==> config.mk <==
export PLATFORM = sky130hd
export DESIGN_NAME = i2o_queue_pointer_unit
export DESIGN_NICKNAME = d
export VERILOG_FILES = /design/src/queue_ptr_pkg.sv /design/src/i2o_queue_pointer_unit.sv /design/src/word_stepper.sv
export SDC_FILE = /design/constraint.sdc
export NUM_CORES = 1
export LEC_CHECK = 0
export BUFFER_PORTS_ARGS = -buffer_cell sky130_fd_sc_hd__buf_2
export CAP_MARGIN = 10
export CORE_MARGIN = 3
export CORE_UTILIZATION = 40
export DETAILED_ROUTE_END_ITERATION = 16
export PLACE_DENSITY_LB_ADDON = 0.05
export SYNTH_ARGS = -nofsm -noshare
export SYNTH_HDL_FRONTEND = slang
export SYNTH_SLANG_ARGS = --single-unit
==> constraint.sdc <==
create_clock -name CLK_SYS -period 3.44 [get_ports CLK_SYS]
set_input_delay 0.172 -clock CLK_SYS [delete_from_list [all_inputs] [get_ports CLK_SYS]]
set_output_delay 0.172 -clock CLK_SYS [all_outputs]
set_load 0.02 [all_outputs]
==> src/queue_ptr_pkg.sv <==
package queue_ptr_pkg;

    ////////////////////////////////////////////////////////////////////////////////
    // local register offsets
    localparam logic [11:0] OFS_IPL_HEAD = 12'h524;
    localparam logic [11:0] OFS_OFL_TAIL = 12'h528;
    localparam logic [11:0] OFS_OFL_TAIL_STEP = 12'h52C;
    localparam logic [11:0] OFS_OFL_HEAD = 12'h530;
    localparam logic [11:0] OFS_OPL_TAIL = 12'h534;
    localparam logic [11:0] OFS_OPL_HEAD = 12'h538;
    localparam logic [11:0] OFS_OPL_HEAD_STEP = 12'h53C;
    localparam logic [11:0] OFS_HOST_OFFSET = 12'h540;
    localparam logic [11:0] OFS_HOST_INDEX = 12'h544;
    localparam logic [11:0] OFS_PROC_INDEX = 12'h548;
    localparam logic [11:0] OFS_PROC_INDEX_STEP = 12'h54C;

    // target image locations of the two queue ports
    localparam logic [11:0] TGT_INBOUND_QUEUE = 12'h040;
    localparam logic [11:0] TGT_OUTBOUND_QUEUE = 12'h044;

    ////////////////////////////////////////////////////////////////////////////////
    // pointer slots, all held as word values (byte address bits 31:2)
    localparam int NUM_PTR = 6;
    localparam int PTR_IPL_HEAD = 0;
    localparam int PTR_OFL_TAIL = 1;
    localparam int PTR_OFL_HEAD = 2;
    localparam int PTR_OPL_TAIL = 3;
    localparam int PTR_OPL_HEAD = 4;
    localparam int PTR_PROC_INDEX = 5;

    // field positions
    localparam int STEP_BIT = 0;
    localparam int WORD_LSB = 2;
    localparam int QPTR_MSB = 17;
    localparam int HOST_OFS_MSB = 11;

    // size codes and the word bits they let advance
    localparam logic [2:0] QSIZE_1K = 3'h1;
    localparam logic [2:0] QSIZE_4K = 3'h2;
    localparam logic [2:0] QSIZE_16K = 3'h3;
    localparam logic [2:0] QSIZE_64K = 3'h4;
    localparam logic [2:0] HSIZE_256_ALT = 3'h1;
    localparam logic [2:0] HSIZE_1K = 3'h2;
    localparam logic [2:0] HSIZE_4K = 3'h4;
    localparam logic [29:0] MASK_256 = 30'h000000FF;
    localparam logic [29:0] MASK_1K = 30'h000003FF;
    localparam logic [29:0] MASK_4K = 30'h00000FFF;
    localparam logic [29:0] MASK_16K = 30'h00003FFF;
    localparam logic [29:0] MASK_64K = 30'h0000FFFF;

    ////////////////////////////////////////////////////////////////////////////////
    typedef struct packed {
        logic [NUM_PTR-1:0][29:0] ptr;
        logic [9:0] host_ofs;
        logic [29:0] hoia;
        logic irq;
        logic ofl_empty;
        logic opl_empty;
        logic [31:0] reg_rdata;
        logic reg_ack;
        logic reg_hit;
        logic [31:0] tgt_rdata;
        logic tgt_done;
        logic tgt_retry;
        logic tgt_claim;
    } state_s;

    localparam state_s STATE_RESET = '0;

    // unlisted codes fall to the largest list so a pointer never leaves its block
    function automatic logic [29:0] queue_mask(input logic [2:0] code);
        case (code)
            3'h0: queue_mask = MASK_256;
            QSIZE_1K: queue_mask = MASK_1K;
            QSIZE_4K: queue_mask = MASK_4K;
            QSIZE_16K: queue_mask = MASK_16K;
            default: queue_mask = MASK_64K;
        endcase
    endfunction

    function automatic logic [29:0] host_mask(input logic [2:0] code);
        case (code)
            3'h0: host_mask = MASK_256;
            HSIZE_256_ALT: host_mask = MASK_256;
            HSIZE_1K: host_mask = MASK_1K;
            default: host_mask = MASK_4K;
        endcase
    endfunction

    function automatic logic [11:0] slot_offset(input int slot);
        if (slot == PTR_IPL_HEAD) slot_offset = OFS_IPL_HEAD;
        else if (slot == PTR_OFL_TAIL) slot_offset = OFS_OFL_TAIL;
        else if (slot == PTR_OFL_HEAD) slot_offset = OFS_OFL_HEAD;
        else if (slot == PTR_OPL_TAIL) slot_offset = OFS_OPL_TAIL;
        else if (slot == PTR_OPL_HEAD) slot_offset = OFS_OPL_HEAD;
        else slot_offset = OFS_PROC_INDEX;
    endfunction

endpackage

==> src/i2o_queue_pointer_unit.sv <==
`timescale 1ns/100ps
`default_nettype none

module i2o_queue_pointer_unit
    import queue_ptr_pkg::*;
(
    // clock and reset
    input wire logic CLK_SYS,
    input wire logic RST_B,
    // settings held by the neighbouring control registers
    input wire logic [11:0] QUEUE_BASE,
    input wire logic [2:0] QUEUE_SIZE,
    input wire logic [2:0] HOST_LIST_SIZE,
    input wire logic MSG_UNIT_ENABLE,
    input wire logic EXT_OUTBOUND_ENABLE,
    // local processor register port
    input wire logic REG_SEL,
    input wire logic REG_WRITE,
    input wire logic [11:0] REG_ADDR,
    input wire logic [31:0] REG_WDATA,
    output logic [31:0] REG_RDATA,
    output logic REG_ACK,
    output logic REG_HIT,
    // PCI message target image port
    input wire logic PCI_TGT_VALID,
    input wire logic PCI_TGT_WRITE,
    input wire logic [11:0] PCI_TGT_ADDR,
    input wire logic [31:0] PCI_TGT_WDATA,
    output logic [31:0] PCI_TGT_RDATA,
    output logic PCI_TGT_DONE,
    output logic PCI_TGT_RETRY,
    output logic PCI_TGT_CLAIM,
    // status toward the rest of the message unit
    output logic OUTBOUND_LIST_IRQ_STATUS,
    output logic OUTBOUND_FREE_EMPTY,
    output logic OUTBOUND_POST_EMPTY,
    output logic [17:0] INBOUND_POST_HEAD
);

    state_s st;
    state_s next_st;
    logic reg_wr;
    logic tgt_live;
    logic tgt_host;
    logic tgt_inq;
    logic tgt_outq;
    logic idx_differ;
    logic [29:0] q_mask;
    logic [29:0] h_mask;
    logic [NUM_PTR-1:0] bump;
    logic [NUM_PTR-1:0] load;
    logic [NUM_PTR-1:0][29:0] step_word;
    logic [NUM_PTR-1:0][29:0] load_word;

    ////////////////////////////////////////////////////////////////////////////////
    // request decode

    assign reg_wr = REG_SEL && REG_WRITE;
    assign q_mask = queue_mask(QUEUE_SIZE);
    assign h_mask = host_mask(HOST_LIST_SIZE);
    assign tgt_live = PCI_TGT_VALID && MSG_UNIT_ENABLE;
    assign tgt_inq = tgt_live && (PCI_TGT_ADDR == TGT_INBOUND_QUEUE);
    assign tgt_outq = tgt_live && (PCI_TGT_ADDR == TGT_OUTBOUND_QUEUE);
    // offset is taken as word aligned; a queue-port collision is not policed
    assign tgt_host = tgt_live
        && (PCI_TGT_ADDR[HOST_OFS_MSB:WORD_LSB] == st.host_ofs);

    assign bump[PTR_IPL_HEAD] = tgt_inq && PCI_TGT_WRITE;
    assign bump[PTR_OFL_HEAD] = tgt_outq && PCI_TGT_WRITE;
    assign bump[PTR_OPL_TAIL] = tgt_outq && !PCI_TGT_WRITE;
    // step registers act only on a one in the step bit
    assign bump[PTR_OFL_TAIL] = reg_wr && (REG_ADDR == OFS_OFL_TAIL_STEP)
        && REG_WDATA[STEP_BIT];
    assign bump[PTR_OPL_HEAD] = reg_wr && (REG_ADDR == OFS_OPL_HEAD_STEP)
        && REG_WDATA[STEP_BIT];
    assign bump[PTR_PROC_INDEX] = reg_wr && (REG_ADDR == OFS_PROC_INDEX_STEP)
        && REG_WDATA[STEP_BIT];

    assign idx_differ = EXT_OUTBOUND_ENABLE && (st.hoia != st.ptr[PTR_PROC_INDEX]);

    ////////////////////////////////////////////////////////////////////////////////
    // one stepper per pointer

    genvar gi;
    generate
        for (gi = 0; gi < NUM_PTR; gi++) begin : g_ptr
            assign load[gi] = reg_wr && (REG_ADDR == slot_offset(gi));
            if (gi == PTR_PROC_INDEX) begin : g_index
                assign load_word[gi] = REG_WDATA[31:WORD_LSB];
                word_stepper u_step (
                    .word(st.ptr[gi]),
                    .wrap_mask(h_mask),
                    .stepped(step_word[gi])
                );
            end else begin : g_queue
                assign load_word[gi] = {14'h0000, REG_WDATA[QPTR_MSB:WORD_LSB]};
                word_stepper u_step (
                    .word(st.ptr[gi]),
                    .wrap_mask(q_mask),
                    .stepped(step_word[gi])
                );
            end
        end
    endgenerate

    ////////////////////////////////////////////////////////////////////////////////
    // register read mux

    function automatic logic [31:0] ptr_view(input logic [29:0] word, input logic [11:0] base);
        ptr_view = {base, 2'b00, word[15:0], 2'b00};
    endfunction

    function automatic logic [31:0] read_word(input logic [11:0] addr, input state_s s,
                                              input logic [11:0] base);
        if (addr == OFS_IPL_HEAD) read_word = ptr_view(s.ptr[PTR_IPL_HEAD], base);
        else if (addr == OFS_OFL_TAIL) read_word = ptr_view(s.ptr[PTR_OFL_TAIL], base);
        else if (addr == OFS_OFL_HEAD) read_word = ptr_view(s.ptr[PTR_OFL_HEAD], base);
        else if (addr == OFS_OPL_TAIL) read_word = ptr_view(s.ptr[PTR_OPL_TAIL], base);
        else if (addr == OFS_OPL_HEAD) read_word = ptr_view(s.ptr[PTR_OPL_HEAD], base);
        else if (addr == OFS_HOST_OFFSET) read_word = {20'h00000, s.host_ofs, 2'b00};
        else if (addr == OFS_HOST_INDEX) read_word = {s.hoia, 2'b00};
        else if (addr == OFS_PROC_INDEX) read_word = {s.ptr[PTR_PROC_INDEX], 2'b00};
        else read_word = 32'h00000000; // step registers and unmapped read zero
    endfunction

    function automatic logic mapped(input logic [11:0] addr);
        mapped = (addr >= OFS_IPL_HEAD) && (addr <= OFS_PROC_INDEX_STEP)
            && (addr[1:0] == 2'b00);
    endfunction

    ////////////////////////////////////////////////////////////////////////////////
    // next state

    always_comb begin
        next_st = st;
        next_st.reg_ack = 1'b0;
        next_st.reg_hit = 1'b0;
        next_st.tgt_done = 1'b0;
        next_st.tgt_retry = 1'b0;
        next_st.tgt_claim = 1'b0;
        // a software load beats a same-cycle bump: it is an initialisation
        for (int i = 0; i < NUM_PTR; i++) begin
            if (load[i]) begin
                next_st.ptr[i] = load_word[i];
            end else if (bump[i]) begin
                next_st.ptr[i] = step_word[i];
            end
        end
        if (reg_wr && (REG_ADDR == OFS_HOST_OFFSET)) begin
            next_st.host_ofs = REG_WDATA[HOST_OFS_MSB:WORD_LSB];
        end
        // the host owns this index, so its write wins a same-cycle collision
        if (tgt_host && PCI_TGT_WRITE) begin
            next_st.hoia = PCI_TGT_WDATA[31:WORD_LSB];
        end else if (reg_wr && (REG_ADDR == OFS_HOST_INDEX)) begin
            next_st.hoia = REG_WDATA[31:WORD_LSB];
        end
        next_st.irq = idx_differ;
        // equal head and tail is empty; software loads them equal to start
        next_st.ofl_empty = (st.ptr[PTR_OFL_HEAD] == st.ptr[PTR_OFL_TAIL]);
        next_st.opl_empty = (st.ptr[PTR_OPL_HEAD] == st.ptr[PTR_OPL_TAIL]);
        if (REG_SEL) begin
            next_st.reg_ack = 1'b1;
            next_st.reg_hit = mapped(REG_ADDR);
            next_st.reg_rdata = REG_WRITE ? 32'h00000000 : read_word(REG_ADDR, st, QUEUE_BASE);
        end
        if (PCI_TGT_VALID) begin
            next_st.tgt_retry = !MSG_UNIT_ENABLE;
            next_st.tgt_done = MSG_UNIT_ENABLE;
            next_st.tgt_claim = tgt_host || tgt_inq || tgt_outq;
            next_st.tgt_rdata = (tgt_host && !PCI_TGT_WRITE) ? {st.hoia, 2'b00} : 32'h00000000;
        end
    end

    always_ff @(posedge CLK_SYS) begin
        if (!RST_B) begin
            st <= STATE_RESET;
        end else begin
            st <= next_st;
        end
    end

    ////////////////////////////////////////////////////////////////////////////////
    // outputs

    assign REG_RDATA = st.reg_rdata;
    assign REG_ACK = st.reg_ack;
    assign REG_HIT = st.reg_hit;
    assign PCI_TGT_RDATA = st.tgt_rdata;
    assign PCI_TGT_DONE = st.tgt_done;
    assign PCI_TGT_RETRY = st.tgt_retry;
    assign PCI_TGT_CLAIM = st.tgt_claim;
    assign OUTBOUND_LIST_IRQ_STATUS = st.irq;
    assign OUTBOUND_FREE_EMPTY = st.ofl_empty;
    assign OUTBOUND_POST_EMPTY = st.opl_empty;
    assign INBOUND_POST_HEAD = {st.ptr[PTR_IPL_HEAD][15:0], 2'b00};

    logic [29:0] ipl_prev;
    logic [29:0] qmask_prev;
    assign ipl_prev = st.ptr[PTR_IPL_HEAD];
    assign qmask_prev = q_mask;
endmodule

`default_nettype wire

==> src/word_stepper.sv <==
`timescale 1ns/100ps
`default_nettype none

// advances a word pointer by one word inside the masked bits only
module word_stepper (
    // pointer in
    input wire logic [29:0] word,
    input wire logic [29:0] wrap_mask,
    // pointer out
    output logic [29:0] stepped
);

    logic [29:0] plus_one;

    assign plus_one = word + 30'h00000001;
    // carry out of the masked range is dropped, so the pointer wraps in place
    assign stepped = (word & ~wrap_mask) | (plus_one & wrap_mask);

endmodule

`default_nettype wire

# Word-level counts from Yosys, hierarchy flattened
# Cells that the tools add are included.
# totals
input_bits,114
reg_bits,292
output_inout_bits,90
word_cells,150
# op_classes
reduce_logical,49
addsub,6
n_eq_ne,22
n_bitwise,21
order_cmp,2
muxes,27
# op_table
cell,n
$mux W32,10
$add A30 B1 Y30 const B,6
$and A30 B30 Y30,6
$or A30 B30 Y30,6
$mux W16,10
$and A30 B16 Y30,5
$eq A12 B11 Y1 const B,11
$mux W30,4
$pmux W16 S4,1
$eq A30 B30 Y1,2
$and A30 B12 Y30,1
$ne A30 B30 Y1,1
$not A12 Y30,1
$not A16 Y30,1
$logic_and A1 B1 Y1,27
$eq A12 B7 Y1 const B,2
$pmux W12 S2,1
$reduce_bool A2 Y1,7
$ge A12 B11 Y1 const B,1
$le A12 B11 Y1 const B,1
$reduce_or A2 Y1,6
$eq A10 B10 Y1,1
$eq A3 B2 Y1 const B,3
$eq A3 B1 Y1 const B,2
other kinds (7),11

# Longest topological paths before layout
# logic_depth
ltp_word,10
mapped_depth,8
mapped_depth_nobuf,6

# Hierarchy
# From an unflattened synthesis, not the netlist that was laid out.
# hier_totals
hier_cells,2311
area_unflattened_um2,18701.7
# by_module_without_submodules
mod,instances,cells_each,seq_area_each_um2,area_per_inst_um2
i2o_queue_pointer_unit,1,1750,5765.5,14490.1
word_stepper at g_ptr[3].g_queue.u_step ...,3,93,0.0,752.0
word_stepper at g_ptr[0].g_queue.u_step ...,3,94,0.0,651.9

# Worst setup path after synthesis
# OpenSTA, ideal clock, no wires.
# synth_path
path_type,input-to-reg
from,in REG_ADDR[7]
to,reg st (netlist bit REG_RDATA[13])
required_ns,3.354
arrival_ns,1.957
slack_ns,1.397
n_path_buf,2
stages,7
cell_sequence,buf_6 > or4b_1 > buf_4 > nor3_4 > a222oi_1 > or3_1 > a221oi_2
# synth_via
elab_chain_len,10
word_cells_on_any_way,17
# synth_rtl
item,line,rtl
start: declaration,i2o_queue_pointer_unit.sv:19,"input wire logic [11:0] REG_ADDR,"
$eq A12 B11 Y1,i2o_queue_pointer_unit.sv:122,"else if (addr == OFS_PROC_INDEX) read_word = {s.ptr[PTR_PROC_INDEX], 2'b00};"
$mux W32,i2o_queue_pointer_unit.sv:122,
$mux W32,i2o_queue_pointer_unit.sv:121,"else if (addr == OFS_HOST_INDEX) read_word = {s.hoia, 2'b00};"
$mux W32,i2o_queue_pointer_unit.sv:120,"else if (addr == OFS_HOST_OFFSET) read_word = {20'h00000, s.host_ofs, 2'b00};"
$mux W32,i2o_queue_pointer_unit.sv:119,"else if (addr == OFS_OPL_HEAD) read_word = ptr_view(s.ptr[PTR_OPL_HEAD], base);"
$mux W32,i2o_queue_pointer_unit.sv:118,"else if (addr == OFS_OPL_TAIL) read_word = ptr_view(s.ptr[PTR_OPL_TAIL], base);"
$mux W32,i2o_queue_pointer_unit.sv:117,"else if (addr == OFS_OFL_HEAD) read_word = ptr_view(s.ptr[PTR_OFL_HEAD], base);"
$mux W32,i2o_queue_pointer_unit.sv:116,"else if (addr == OFS_OFL_TAIL) read_word = ptr_view(s.ptr[PTR_OFL_TAIL], base);"
$mux W32 (*),i2o_queue_pointer_unit.sv:115,"if (addr == OFS_IPL_HEAD) read_word = ptr_view(s.ptr[PTR_IPL_HEAD], base);"
$mux W32 (*),i2o_queue_pointer_unit.sv:165,"next_st.reg_rdata = REG_WRITE ? 32'h00000000 : read_word(REG_ADDR, st, QUEUE_BASE);"
end signal: assignment,i2o_queue_pointer_unit.sv:179,st <= next_st;
end: declaration,i2o_queue_pointer_unit.sv:40,state_s st;
# Mark *: on every way between the ends. The rest lies on a longest branch, timed or not.
# A chain may end at the register's enable or synchronous reset.

# Final worst setup path
# Same ends and word-level chain as after synthesis.

==> impl_metrics.json <==
{
  "status": "completed",
  "slowest_delay_ns": 0.80,
  "cap_violations": 0,
  "fin_crit_sh": 0.760,
  "synthDistinctLibCells": 71,
  "power_density_nw_per_um2": 397,
  "grt_overflow_total": 0,
  "dp_hpwl_um": 35900,
  "max_freq_mhz": 382,
  "grt_pass1_wl_um": 75100,
  "seqCellArea_sq_um": 4360,
  "tightest_slew_ns": 1.25,
  "critical_path.max_fanout": 17,
  "ys_async_sr_fraction": 0,
  "vias": 12700,
  "cts_made_buffers": 26,
  "power_switching_share": 0.242,
  "setup_tns_ns": 0,
  "setup_viol": 0,
  "grt_pass1_vias": 11900,
  "pwr-share-comb": 0.072,
  "layout_commonest_cell": "dfxtp_1",
  "path_delay_family": "simple AND/OR/NAND/NOR gates",
  "vdd_ir_drop_max_v": 0.000328,
  "clkPwrFrac": 0.507,
  "fp.coreArea_sq_um": 31000,
  "wl_um": 50800,
  "clk-insertion-delay-late_ns": 0.54,
  "vias_per_cell": 5.87,
  "cts_max_level": 1,
  "synth-edff-count": 0,
  "fillCellCount": 3184,
  "place_ws_ns": 0.798,
  "fin_area_sq_um": 15200,
  "clock_sinks": 218,
  "antenna_left": 0,
  "clkSlewWorstSetupHoldPaths_ns": 0.06,
  "worstPathBufferInverterCount": 3,
  "cp.arrival_ns": 3.06,
  "period_needed_ns": 2.62,
  "root_buffer": "clkbuf_16",
  "power.internal_mw": 4.56,
  "fin_nets": 1873,
  "antenna_found_initial": 3,
  "dieArea_sq_um": 34100,
  "mappedNetlistArea_sq_um": 12800,
  "syn_to_final_growth_pct": 18.7,
  "timing.final.hold_violations": 0,
  "die_h_um": 185,
  "yosysSeqAreaShare": 0.342,
  "fin_ws_ns": 0.824,
  "mostFrequentLayoutCells": "218 x dfxtp_1, 194 x buf_2, 164 x a21oi_1",
  "place_area_sq_um": 13600,
  "path_cells": "dlygate4sd3_1, buf_2, or4b_1, nor3_4, buf_4, a222oi_1, or3_1, a221oi_2",
  "drc": 0,
  "hold_path_class": "input pin to register",
  "start_kind": "input pin",
  "required_ns": 3.89,
  "start_util": 0.412,
  "synth_cells": 1617,
  "critPathCaptureType": "register",
  "clock-skew-final_ns": 0.00888,
  "drtPass1Iterations": 8,
  "p_switching_mw": 1.45,
  "cts_buffer_depth": 3,
  "p_leak_nw": 5.93,
  "slowest_stage": "or4b_1",
  "cts_setup_buffers": 0,
  "synth_ff_type": "dfxtp_1",
  "place.gp.congestion": 0.936,
  "slew_headroom": 0.162,
  "io_pins": 204,
  "drv_slew": 0,
  "seqPwrFrac": 0.421,
  "rsz0062_at_grt": "no",
  "worstSetupPathType": "input pin to register",
  "port_buffers": 194,
  "ys_ff_latch": 218,
  "post_synth.cell_area_avg_sq_um": 7.90,
  "wl_per_cell_um": 23.4,
  "fp-row-count": 64,
  "ys_warn_count": 0,
  "cts_tree": "done",
  "grt_max_degree": 75,
  "grt_util_all_layers": 0.289,
  "drive_gt1_frac": 0.174,
  "die_width_um": 185,
  "drt_iter0_markers": 1412,
  "multi_input_area_sq_um": 7280,
  "power_mw": 6.01
}
-- cell families after synthesis --
family                     Yosys count  share of synthesized area
adders and majority gates            6                    0.00588
and+or+nand+nor                    575                      0.241
xor gates and xnor gates           132                     0.0905
DFF                                218                      0.342
AOI/OAI and AO/OA                  427                      0.202
buffers and inverters              225                     0.0927
muxes                               33                     0.0262
other                                1                   0.000294
-- through the flow --
stage | util | std cells | hold WS [ns]
after floorplan | - | 1622 | 0.244
after global placement | 0.438 | 2058 | 0.384
after detailed placement | 0.438 | 2058 | 0.394
after CTS | 0.489 | 2169 | 0.00908
after global routing | 0.489 | 2169 | 0.0511
final | 0.489 | 2170 | 0.0337
-- area by class of cell --
| class | count | share of cell area |
|---|---|---|
| repair buffers | 303 | 0.130 |
| well taps | 396 | 0.0327 |
| clock inverters | 11 | 0.0106 |
| flip-flops and latches | 218 | 0.288 |
| inverters | 25 | 0.00636 |
| clock buffers | 37 | 0.0517 |
| diodes | 1 | 0.000165 |
| multi-input cells | 1179 | 0.481 |
-- Yosys cell counts, types with 33 or more instances --
cell type / number / area share
nand2_1: 128 / 0.038
o21ai_0: 83 / 0.033
nand4_1: 58 / 0.028
buf_4: 83 / 0.049
xnor2_1: 51 / 0.035
a21oi_1: 164 / 0.064
nor2_1: 111 / 0.033
clkbuf_1: 101 / 0.030
dfxtp_1: 218 / 0.34
nor3_1: 33 / 0.013
nor2b_1: 48 / 0.024
xor2_1: 81 / 0.056
nand3_1: 66 / 0.026
-- power by group through the flow --
stage / logic [mW] / clock network (mW) / registers [mW]
final: 0.435 / 3.05 / 2.53
after global routing: 0.461 / 3.19 / 2.53
after CTS: 0.428 / 3.09 / 2.53
after detailed placement: 0.373 / 0 / 2.58
after global placement: 0.375 / 0 / 2.58
after floorplan: 0.165 / 0 / 2.59
-- worst paths after layout --
check | start | endpoint | slack [ns] | cells after the start
min | PCI_TGT_ADDR[0] | PCI_TGT_CLAIM | 0.03 | 4
min reg2reg | REG_RDATA[18] | REG_RDATA[18] | 0.45 | 2
max reg2reg | st[72] | OUTBOUND_LIST_IRQ_STATUS | 1.08 | 4
max | REG_ADDR[7] | REG_RDATA[13] | 0.82 | 8
-- per-layer routing --
layer / global-route usage / vias up / part of all wire
met5: 0 / - / 0.00045
met4: 0.108 / 4 / 0.042
met3: 0.0503 / 126 / 0.075
met2: 0.438 / 538 / 0.44
met1: 0.410 / 6012 / 0.44
li1: - / 6052 / -
-- worst register-to-register path, cell delays in order, from the launching register on --
cell and delay [ns]:
dfxtp_1 0.50, xor2_1 0.12, nor4_1 1.04, nand4_1 0.31, and3_1 0.29
-- timing repair --
action / 4_1_cts / 5_1_grt
hold buffers: 63 / 0
gates resized for setup: 0 / 0
hold endpoints to repair: 63 / 0
(Power assumes the default switching activity.)
